`src/lpc_flash_consts.svh`:
```
// Constants for the flash pin front end
`ifndef LPC_FLASH_CONSTS_SVH
`define LPC_FLASH_CONSTS_SVH

// ****************************************************************
// Widths
// ****************************************************************
`define NIBBLE_W        4
`define STRAP_W         4
`define GPI_W           5
`define ROW_W           11
`define COL_W           9
`define FADDR_W         20
`define BYTE_W          8
`define BLOCK_W         4

// ****************************************************************
// Decode values
// ****************************************************************
`define LPC_START_NIB   4'h0
`define TOP_BLOCK_NUM   4'hF
`define STRAP_HI_LSB    2
`define SYNC_STAGES     2

`endif

```
`src/lpc_flash_pkg.sv`:
```
// Types shared by the flash pin front end
package lpc_flash_pkg;

    // ****************************************************************
    // Hub link state
    // ****************************************************************
    typedef enum logic [1:0] {
        HUB_IDLE   = 2'b00,
        HUB_START  = 2'b01,
        HUB_ACTIVE = 2'b10
    } hub_state_t;

    // ****************************************************************
    // Carriers
    // ****************************************************************
    typedef struct packed {
        logic       valid;
        logic       lpc_cycle;
        logic [3:0] nibble;
    } hub_rx_t;

    typedef struct packed {
        logic        valid;
        logic [19:0] addr;
        logic [7:0]  data;
    } factory_cmd_t;

    typedef struct packed {
        logic       valid;
        logic [3:0] block;
        logic       lock_reg_set;
    } prot_req_t;

endpackage

```
`src/pin_sync.sv`:
```
// Two-flop synchroniser for a group of pin levels
module pin_sync #(
    parameter int W = 1
) (
    input  wire logic         mclk,
    input  wire logic         rst,
    input  wire logic [W-1:0] pin,
    output logic      [W-1:0] level
);

    logic [W-1:0] meta_reg;

    generate
        if (W < 1) begin : g_chk
            $error("pin_sync width must be at least one");
        end
    endgenerate

    // First stage is read only by the second
    always_ff @(posedge mclk or posedge rst) begin
        if (rst) begin
            meta_reg <= '0;
            level    <= '0;
        end else begin
            meta_reg <= pin;
            level    <= meta_reg;
        end
    end

endmodule

```
`src/edge_finder.sv`:
```
// Rise and fall pulses of already synchronised levels
module edge_finder #(
    parameter int W = 1
) (
    input  wire logic         mclk,
    input  wire logic         rst,
    input  wire logic [W-1:0] level,
    output logic      [W-1:0] rise,
    output logic      [W-1:0] fall
);

    logic [W-1:0] prev_reg;

    generate
        if (W < 1) begin : g_chk
            $error("edge_finder width must be at least one");
        end
    endgenerate

    // Starts high so a level high at release is no rise, but a level low at release gives one fall
    always_ff @(posedge mclk or posedge rst) begin
        if (rst) begin
            prev_reg <= '1;
        end else begin
            prev_reg <= level;
        end
    end

    assign rise = level & ~prev_reg;
    assign fall = ~level & prev_reg;

endmodule

```
`src/lpc_flash_pin_frontend.sv`:
```
// Pin front end: interface select, frame control, straps, resets, guards
//
// Notes on behaviour
// - Interface_select low picks hub port, high picks factory port; taken in reset.
// - Frame_start_n low on a bus clock rise starts an operation.
// - Frame_start_n low during an operation aborts it.
// - Hub mode: four strap pins give the device identity.
// - LPC mode: two high strap pins are compared with address bits A21-A20.
// - LPC mode strap sense is inverted: low strap matches address bit one.
// - Five general inputs are offered to the host as a readable value.
// - Interface reset low holds reset, outputs off; release starts in read mode.
// - Internal reset is asserted when either reset pin is low.
// - Hub nibbles move in and out on bus clock edges.
// - Top_block_lock low blocks program and erase of block 15 only.
// - Main_block_guard_n low blocks program and erase of blocks 0 to 14.
// - Row bits latch on strobe fall, column bits on strobe rise.
// - Factory read drives the stored byte; factory write latches a command.
// - Factory data buffers are enabled only under output_en_n.
// - Factory writes to the command interface happen under store_strobe_n.
// - Supply lockout disables commands, aborts program and erase, then read mode.
// - Factory port treats every block as unprotected.
// - An abort by frame_start_n releases hub_io_nibble at once.
`include "lpc_flash_consts.svh"

module lpc_flash_pin_frontend #(
    parameter int GPI_W   = `GPI_W,
    parameter int STRAP_W = `STRAP_W
) (
    input  wire logic                         mclk,
    input  wire logic                         rst,
    // Hub / LPC side
    input  wire logic                         bus_clk,
    input  wire logic                         frame_start_n,
    input  wire logic [`NIBBLE_W-1:0]         hub_io_nibble_in,
    output logic      [`NIBBLE_W-1:0]         hub_io_nibble_out,
    output logic      [`NIBBLE_W-1:0]         hub_io_nibble_oe,
    input  wire logic [STRAP_W-1:0]           chip_select_strap,
    input  wire logic [GPI_W-1:0]             general_inputs,
    input  wire logic                         interface_select,
    input  wire logic                         interface_reset_n,
    input  wire logic                         cpu_reset_n,
    input  wire logic                         top_block_lock,
    input  wire logic                         main_block_guard_n,
    input  wire logic                         supply_lockout,
    // Factory side
    input  wire logic [`ROW_W-1:0]            mux_addr_pins,
    input  wire logic                         row_col_strobe,
    input  wire logic [`BYTE_W-1:0]           mux_data_pins_in,
    output logic      [`BYTE_W-1:0]           mux_data_pins_out,
    output logic      [`BYTE_W-1:0]           mux_data_pins_oe,
    input  wire logic                         output_en_n,
    input  wire logic                         store_strobe_n,
    // Core side
    output logic                              core_reset,
    output logic                              factory_mode,
    output logic                              cmd_enable,
    output logic                              pe_abort,
    output logic                              read_mode_entry,
    output logic                              op_start,
    output logic                              op_abort,
    output lpc_flash_pkg::hub_rx_t            hub_rx,
    input  wire logic                         op_done,
    input  wire logic [`NIBBLE_W-1:0]         tx_nibble,
    input  wire logic                         tx_drive,
    input  wire logic [`NIBBLE_W-1:0]         id_field,
    input  wire logic [1:0]                   addr_a21_a20,
    output logic                              id_match,
    output logic      [GPI_W-1:0]             gpi_value,
    input  wire lpc_flash_pkg::prot_req_t     prot_req,
    output logic                              prot_allowed,
    output logic                              prot_valid,
    output lpc_flash_pkg::factory_cmd_t       factory_cmd,
    output logic      [`FADDR_W-1:0]          factory_addr,
    input  wire logic [`BYTE_W-1:0]           read_byte
);

    // ****************************************************************
    // Elaboration checks
    // ****************************************************************
    generate
        if (STRAP_W != `STRAP_W) begin : g_strap_chk
            $error("strap width must be four");
        end
        if (GPI_W < 1) begin : g_gpi_chk
            $error("general input width must be at least one");
        end
    endgenerate

    // ****************************************************************
    // Synchronisers for every pin
    // ****************************************************************
    localparam int CTRL_W = 10;

    logic [CTRL_W-1:0]      ctrl_s;
    logic [`NIBBLE_W-1:0]   nib_s;
    logic [STRAP_W-1:0]     strap_s;
    logic [GPI_W-1:0]       gpi_s;
    logic [`ROW_W-1:0]      addr_s;
    logic [`BYTE_W-1:0]     data_s;

    logic bclk_s;
    logic frame_n_s;
    logic if_sel_s;
    logic if_rst_n_s;
    logic cpu_rst_n_s;
    logic tbl_s;
    logic guard_n_s;
    logic lockout_s;
    logic rcs_s;
    logic store_n_s;
    logic oe_n_s;

    pin_sync #(.W(CTRL_W)) u_sync_ctrl (
        .mclk  (mclk),
        .rst   (rst),
        .pin   ({bus_clk, frame_start_n, interface_select,
                 interface_reset_n, cpu_reset_n, top_block_lock,
                 main_block_guard_n, supply_lockout, row_col_strobe,
                 store_strobe_n}),
        .level (ctrl_s)
    );

    pin_sync #(.W(`NIBBLE_W + STRAP_W + GPI_W + `ROW_W + `BYTE_W + 1))
    u_sync_data (
        .mclk  (mclk),
        .rst   (rst),
        .pin   ({hub_io_nibble_in, chip_select_strap, general_inputs,
                 mux_addr_pins, mux_data_pins_in, output_en_n}),
        .level ({nib_s, strap_s, gpi_s, addr_s, data_s, oe_n_s})
    );

    assign {bclk_s, frame_n_s, if_sel_s, if_rst_n_s, cpu_rst_n_s, tbl_s,
            guard_n_s, lockout_s, rcs_s, store_n_s} = ctrl_s;

    // ****************************************************************
    // Edges of bus clock and factory strobes
    // ****************************************************************
    logic [2:0] edge_rise;
    logic [2:0] edge_fall;
    logic       bclk_rise;
    logic       rcs_rise;
    logic       rcs_fall;
    logic       store_rise;

    edge_finder #(.W(3)) u_edges (
        .mclk  (mclk),
        .rst   (rst),
        .level ({bclk_s, rcs_s, store_n_s}),
        .rise  (edge_rise),
        .fall  (edge_fall)
    );

    assign bclk_rise  = edge_rise[2];
    assign rcs_rise   = edge_rise[1];
    assign rcs_fall   = edge_fall[1];
    assign store_rise = edge_rise[0];

    // ****************************************************************
    // Reset, interface choice, supply lockout
    // ****************************************************************
    logic int_reset;
    logic int_reset_reg;
    logic lockout_reg;

    assign int_reset = ~if_rst_n_s | ~cpu_rst_n_s;

    always_ff @(posedge mclk or posedge rst) begin
        if (rst) begin
            int_reset_reg <= 1'b1;
            lockout_reg   <= 1'b0;
        end else begin
            int_reset_reg <= int_reset;
            lockout_reg   <= lockout_s;
        end
    end

    assign core_reset = int_reset_reg;

    // Choice is only taken while held in reset, so a glitch later is harmless
    always_ff @(posedge mclk or posedge rst) begin
        if (rst) begin
            factory_mode <= 1'b0;
        end else if (int_reset) begin
            factory_mode <= if_sel_s;
        end
    end

    assign cmd_enable = ~lockout_reg & ~int_reset_reg;

    always_ff @(posedge mclk or posedge rst) begin
        if (rst) begin
            pe_abort        <= 1'b0;
            read_mode_entry <= 1'b0;
        end else begin
            pe_abort <= (lockout_s & ~lockout_reg)
                        | (int_reset & ~int_reset_reg);
            read_mode_entry <= (~lockout_s & lockout_reg & ~int_reset)
                               | (~int_reset & int_reset_reg & ~lockout_s);
        end
    end

    // ****************************************************************
    // Hub frame control
    // ****************************************************************
    lpc_flash_pkg::hub_state_t state_reg;
    logic                      lpc_reg;

    always_ff @(posedge mclk or posedge rst) begin
        if (rst) begin
            state_reg <= lpc_flash_pkg::HUB_IDLE;
            lpc_reg   <= 1'b0;
            op_start  <= 1'b0;
            op_abort  <= 1'b0;
        end else if (int_reset || factory_mode) begin
            state_reg <= lpc_flash_pkg::HUB_IDLE;
            op_start  <= 1'b0;
            op_abort  <= 1'b0;
        end else begin
            op_start <= 1'b0;
            op_abort <= 1'b0;
            if (bclk_rise) begin
                unique case (state_reg)
                    lpc_flash_pkg::HUB_IDLE: begin
                        if (!frame_n_s) begin
                            state_reg <= lpc_flash_pkg::HUB_START;
                            lpc_reg   <= (nib_s == `LPC_START_NIB);
                        end
                    end
                    lpc_flash_pkg::HUB_START: begin
                        // Last start nibble seen with frame low counts
                        if (!frame_n_s) begin
                            lpc_reg <= (nib_s == `LPC_START_NIB);
                        end else begin
                            state_reg <= lpc_flash_pkg::HUB_ACTIVE;
                            op_start  <= 1'b1;
                        end
                    end
                    lpc_flash_pkg::HUB_ACTIVE: begin
                        if (!frame_n_s) begin
                            state_reg <= lpc_flash_pkg::HUB_START;
                            lpc_reg   <= (nib_s == `LPC_START_NIB);
                            op_abort  <= 1'b1;
                        end else if (op_done) begin
                            state_reg <= lpc_flash_pkg::HUB_IDLE;
                        end
                    end
                    default: begin
                        state_reg <= lpc_flash_pkg::HUB_IDLE;
                    end
                endcase
            end
        end
    end

    // Received nibble per bus clock rise while a frame runs
    always_ff @(posedge mclk or posedge rst) begin
        if (rst) begin
            hub_rx <= '0;
        end else begin
            hub_rx.valid <= bclk_rise && frame_n_s && !int_reset
                            && !factory_mode
                            && state_reg != lpc_flash_pkg::HUB_IDLE;
            hub_rx.lpc_cycle <= lpc_reg;
            if (bclk_rise) begin
                hub_rx.nibble <= nib_s;
            end
        end
    end

    // ****************************************************************
    // Hub output drive
    // ****************************************************************
    logic hub_drive_reg;

    always_ff @(posedge mclk or posedge rst) begin
        if (rst) begin
            hub_io_nibble_out <= '0;
            hub_drive_reg     <= 1'b0;
        end else if (int_reset || factory_mode || !frame_n_s) begin
            hub_drive_reg <= 1'b0;
        end else if (bclk_rise) begin
            hub_io_nibble_out <= tx_nibble;
            hub_drive_reg     <= tx_drive
                                 && state_reg == lpc_flash_pkg::HUB_ACTIVE;
        end
    end

    // Frame low cuts the drive in the same cycle, not a bus clock later
    assign hub_io_nibble_oe = {`NIBBLE_W{hub_drive_reg & frame_n_s
                                         & ~int_reset_reg}};

    // ****************************************************************
    // Identity straps and general inputs
    // ****************************************************************
    function automatic logic ident_match(
        input logic                 lpc,
        input logic [STRAP_W-1:0]   strap,
        input logic [`NIBBLE_W-1:0] field,
        input logic [1:0]           hi_addr
    );
        logic [1:0] strap_hi;
        strap_hi = strap[`STRAP_HI_LSB +: 2];
        if (lpc) begin
            ident_match = (hi_addr == ~strap_hi);
        end else begin
            ident_match = (field == strap);
        end
    endfunction

    always_ff @(posedge mclk or posedge rst) begin
        if (rst) begin
            id_match  <= 1'b0;
            gpi_value <= '0;
        end else begin
            id_match  <= ident_match(lpc_reg, strap_s, id_field,
                                     addr_a21_a20);
            gpi_value <= gpi_s;
        end
    end

    // ****************************************************************
    // Block protection by pins
    // ****************************************************************
    logic top_block;

    assign top_block = (prot_req.block == `TOP_BLOCK_NUM);

    always_ff @(posedge mclk or posedge rst) begin
        if (rst) begin
            prot_allowed <= 1'b0;
            prot_valid   <= 1'b0;
        end else begin
            prot_valid <= prot_req.valid && !int_reset;
            if (lockout_s || int_reset) begin
                prot_allowed <= 1'b0;
            end else if (factory_mode) begin
                prot_allowed <= 1'b1;
            end else if (top_block) begin
                prot_allowed <= tbl_s & ~prot_req.lock_reg_set;
            end else begin
                prot_allowed <= guard_n_s & ~prot_req.lock_reg_set;
            end
        end
    end

    // ****************************************************************
    // Factory port
    // ****************************************************************
    logic fact_live;

    assign fact_live = factory_mode & ~int_reset;

    always_ff @(posedge mclk or posedge rst) begin
        if (rst) begin
            factory_addr <= '0;
        end else if (fact_live) begin
            if (rcs_fall) begin
                factory_addr[`ROW_W-1:0] <= addr_s;
            end
            if (rcs_rise) begin
                factory_addr[`FADDR_W-1:`ROW_W] <= addr_s[`COL_W-1:0];
            end
        end
    end

    always_ff @(posedge mclk or posedge rst) begin
        if (rst) begin
            factory_cmd <= '0;
        end else begin
            factory_cmd.valid <= fact_live && store_rise
                                 && oe_n_s && !lockout_s;
            if (fact_live && store_rise) begin
                factory_cmd.addr <= factory_addr;
                factory_cmd.data <= data_s;
            end
        end
    end

    always_ff @(posedge mclk or posedge rst) begin
        if (rst) begin
            mux_data_pins_out <= '0;
        end else begin
            mux_data_pins_out <= read_byte;
        end
    end

    // Write strobe low wins so the bus never fights an incoming command
    assign mux_data_pins_oe = {`BYTE_W{fact_live & ~int_reset_reg & ~oe_n_s
                                       & store_n_s}};

endmodule

```
`config.mk`:
```
export PLATFORM = sky130hd
export DESIGN_NAME = lpc_flash_pin_frontend
export DESIGN_NICKNAME = d
export VERILOG_FILES = /design/src/lpc_flash_pkg.sv /design/src/pin_sync.sv /design/src/edge_finder.sv /design/src/lpc_flash_pin_frontend.sv
export VERILOG_INCLUDE_DIRS = /design/src
export SDC_FILE = /design/constraint.sdc
export NUM_CORES = 1
export LEC_CHECK = 0
export ABC_CLOCK_PERIOD_IN_PS = 6770
export BUFFER_PORTS_ARGS = -buffer_cell sky130_fd_sc_hd__buf_2
export CORE_AREA = 2 2 105 107
export CTS_CLUSTER_SIZE = 8
export DETAILED_ROUTE_END_ITERATION = 10
export DIE_AREA = 0 0 107 109
export PLACE_DENSITY = 0.89
export SLEW_MARGIN = 20
export SYNTH_ARGS = -nofsm -noshare
export SYNTH_HDL_FRONTEND = slang
export SYNTH_HIERARCHICAL = 1
export SYNTH_SLANG_ARGS = --single-unit
```
`constraint.sdc`:
```
create_clock -name mclk -period 6.77 [get_ports mclk]
set_input_delay 0.3385 -clock mclk [delete_from_list [all_inputs] [get_ports mclk]]
set_output_delay 0.3385 -clock mclk [all_outputs]
set_load 0.005 [all_outputs]
```
==> impl_metrics.py <==
metrics = {
    "synth": {
        "mappedNetlistNets": 379,
        "ys.warnings.count": 6,
        "synth_cells": 308,
        "syn_area_um2": 5549,
        "syn_area_per_cell_um2": 18.02,
    },
    "sta": {
        "setup_viol": 0,
        "fin_setup_tns_ns": 0,
        "min_period_ns": 2.405,
        "drv_slew": 0,
        "clock_skew_ns": 0.006660,
        "hold_violations": 0,
        "finalCritPeriodShare": 0.3553,
        "relSlewSlack": 0.3873,
        "worst_pin_slew_ns": 0.9107,
        "rsz0062_at_grt": "false",
        "fmax_mhz": 415.7,
    },
    "final_layout": {
        "syn_to_final_growth_pct": 35.06,
        "final_core_util": 0.7069,
        "instances_no_fill": 681,
        "drive_gt1_frac": 0.4935,
        "nNetsFinal": 600,
        "antenna_cells": 0,
        "num-fill-cells": 675,
    },
    "setup_path": {
        "start_kind": "flip-flop",
        "cpMaxStageDelayCell": "nor4_1",
        "cp-end-kind": "output pin",
        "worstPathRequired_ns": 6.43,
        "cp_max_fo": 8,
        "critPathBufInv": 1,
        "crit_family": "simple AND/OR/NAND/NOR gates",
        "path_cells": "nand2_1, nor4_1, buf_2",
        "crit_arrival_ns": 2.07,
        "crit_type": "reg2out",
        "critPathMaxStageDelay_ns": 0.77,
    },
    "drt": {
        "drc": 0,
        "drt-initial-drc-count": 113,
        "routed_via_density": 4.742,
        "ant_nets": 0,
        "routed-via-count": 3229,
        "first_pass_iters": 4,
        "route.final.wire_length_um": 10620,
        "wl_per_cell_um": 15.60,
    },
    "floorplanning": {
        "dieArea_um2": 11660,
        "dieWidth_um": 107,
        "rows": 38,
        "die_h_um": 109,
        "core_um2": 10600,
        "initial_core_util": 0.5234,
        "io_pins": 165,
    },
    "cts": {
        "ctsResizeCount": 0,
        "clock_latency_ns": 0.52,
        "cts_hold_buf": 52,
        "numCtsBuffers": 17,
        "postCtsSetupBuffers": 0,
        "htree_levels": 4,
        "cts_buffer_depth": 2,
        "cts.sinks": 175,
        "cts_tree": "built",
        "clk_pin_slew_ns": 0.07,
        "cts_root_buf": "clkbuf_8",
    },
    "power_and_ir_drop": {
        "power_leakage_nw": 3.766,
        "power.density_nw_per_um2": 318.3,
        "total_power_mw": 2.386,
        "vdd_drop_max_mv": 0.1742,
    },
    "flow_run": {
        "maxCapViolations": 0,
    },
    "status": {
        "status": "complete, no violations",
    },
    "global_routing": {
        "grt_pass1_vias": 3366,
        "antenna_found_initial": 0,
        "grtUsageTotal": 0.1941,
        "overflow": 0,
        "grt_max_degree": 67,
        "grt_pass1_wl_um": 16580,
    },
    "placed_design": {
        "port_buffers": 164,
        "dpl.hpwl_um": 7064,
        "dp_cells": 598,
        "gp_congestion": 0.7630,
    },
    "min_path": {
        "min_path_type": "in2reg",
    },
}
report_power, final:
part           total (mW)  switching, mW  internal, mW
sequential           1.24         0.0685          1.17
clock               0.857          0.387         0.470
combinational       0.290          0.112         0.178
area by class of cell:
class	count	area [um^2]	area share
Multi-Input combinational cell	108	1013	0.1352
Inverter	9	35.03	0.004674
Clock buffer	19	441.7	0.05893
Clock inverter	12	88.84	0.01185
Timing Repair Buffer	218	1356	0.1810
Tap cell	140	175.2	0.02337
Sequential cell	175	4384	0.5850
path summary, 6_finish.rpt:
path | start | to | slack (ns) | depth (start not counted)
max | u_sync_ctrl/level[6] | mux_data_pins_oe[6] | 4.36 | 3
min | tx_nibble[2] | hub_io_nibble_out[2] | 0.04 | 2
max reg2reg | u_edges/prev_reg[0] | factory_cmd[18] | 4.94 | 3
min reg2reg | u_sync_data/meta_reg[31] | u_sync_data/level[31] | 0.35 | 0
max in group asynchronous | rst | factory_addr[5] | 5.26 | 4
min in group asynchronous | rst | op_start | 0.43 | 3
metal layers:
metal	wire length [um]	part of all wire	GRT usage	vias up
li1	-	-	-	1463
met1	4183	0.39	0.2304	1615
met2	5547	0.52	0.3198	126
met3	638	0.060	0.06993	25
met4	251	0.024	0.08998	0
met5	0	0	0	-
placed cells by master (no fill, tap or decap), types with 4 or more instances in the layout:
| cell type | instances |
|---|---|
| and2b_2 | 4 |
| clkinvlp_4 | 4 |
| inv_1 | 7 |
| dlygate4sd3_1 | 52 |
| nand3_1 | 4 |
| nand2_1 | 5 |
| clkbuf_16 | 16 |
| dfstp_2 | 4 |
| mux2_4 | 9 |
| clkinv_2 | 4 |
| nor2_1 | 4 |
| dfrtp_1 | 171 |
| buf_2 | 164 |
| mux2_2 | 48 |
through the flow:
stage	hold WS, ns	cell area [um^2]	worst slack, ns
after CTS	0.02279	7495	4.345
after global placement	0.3328	6444	4.987
after global routing	0.02257	7495	4.087
after detailed placement	0.3347	6444	4.916
after floorplan	0.2718	5549	4.211
final	0.04244	7495	4.365
No activity file was read; power rests on OpenSTA's default activity.
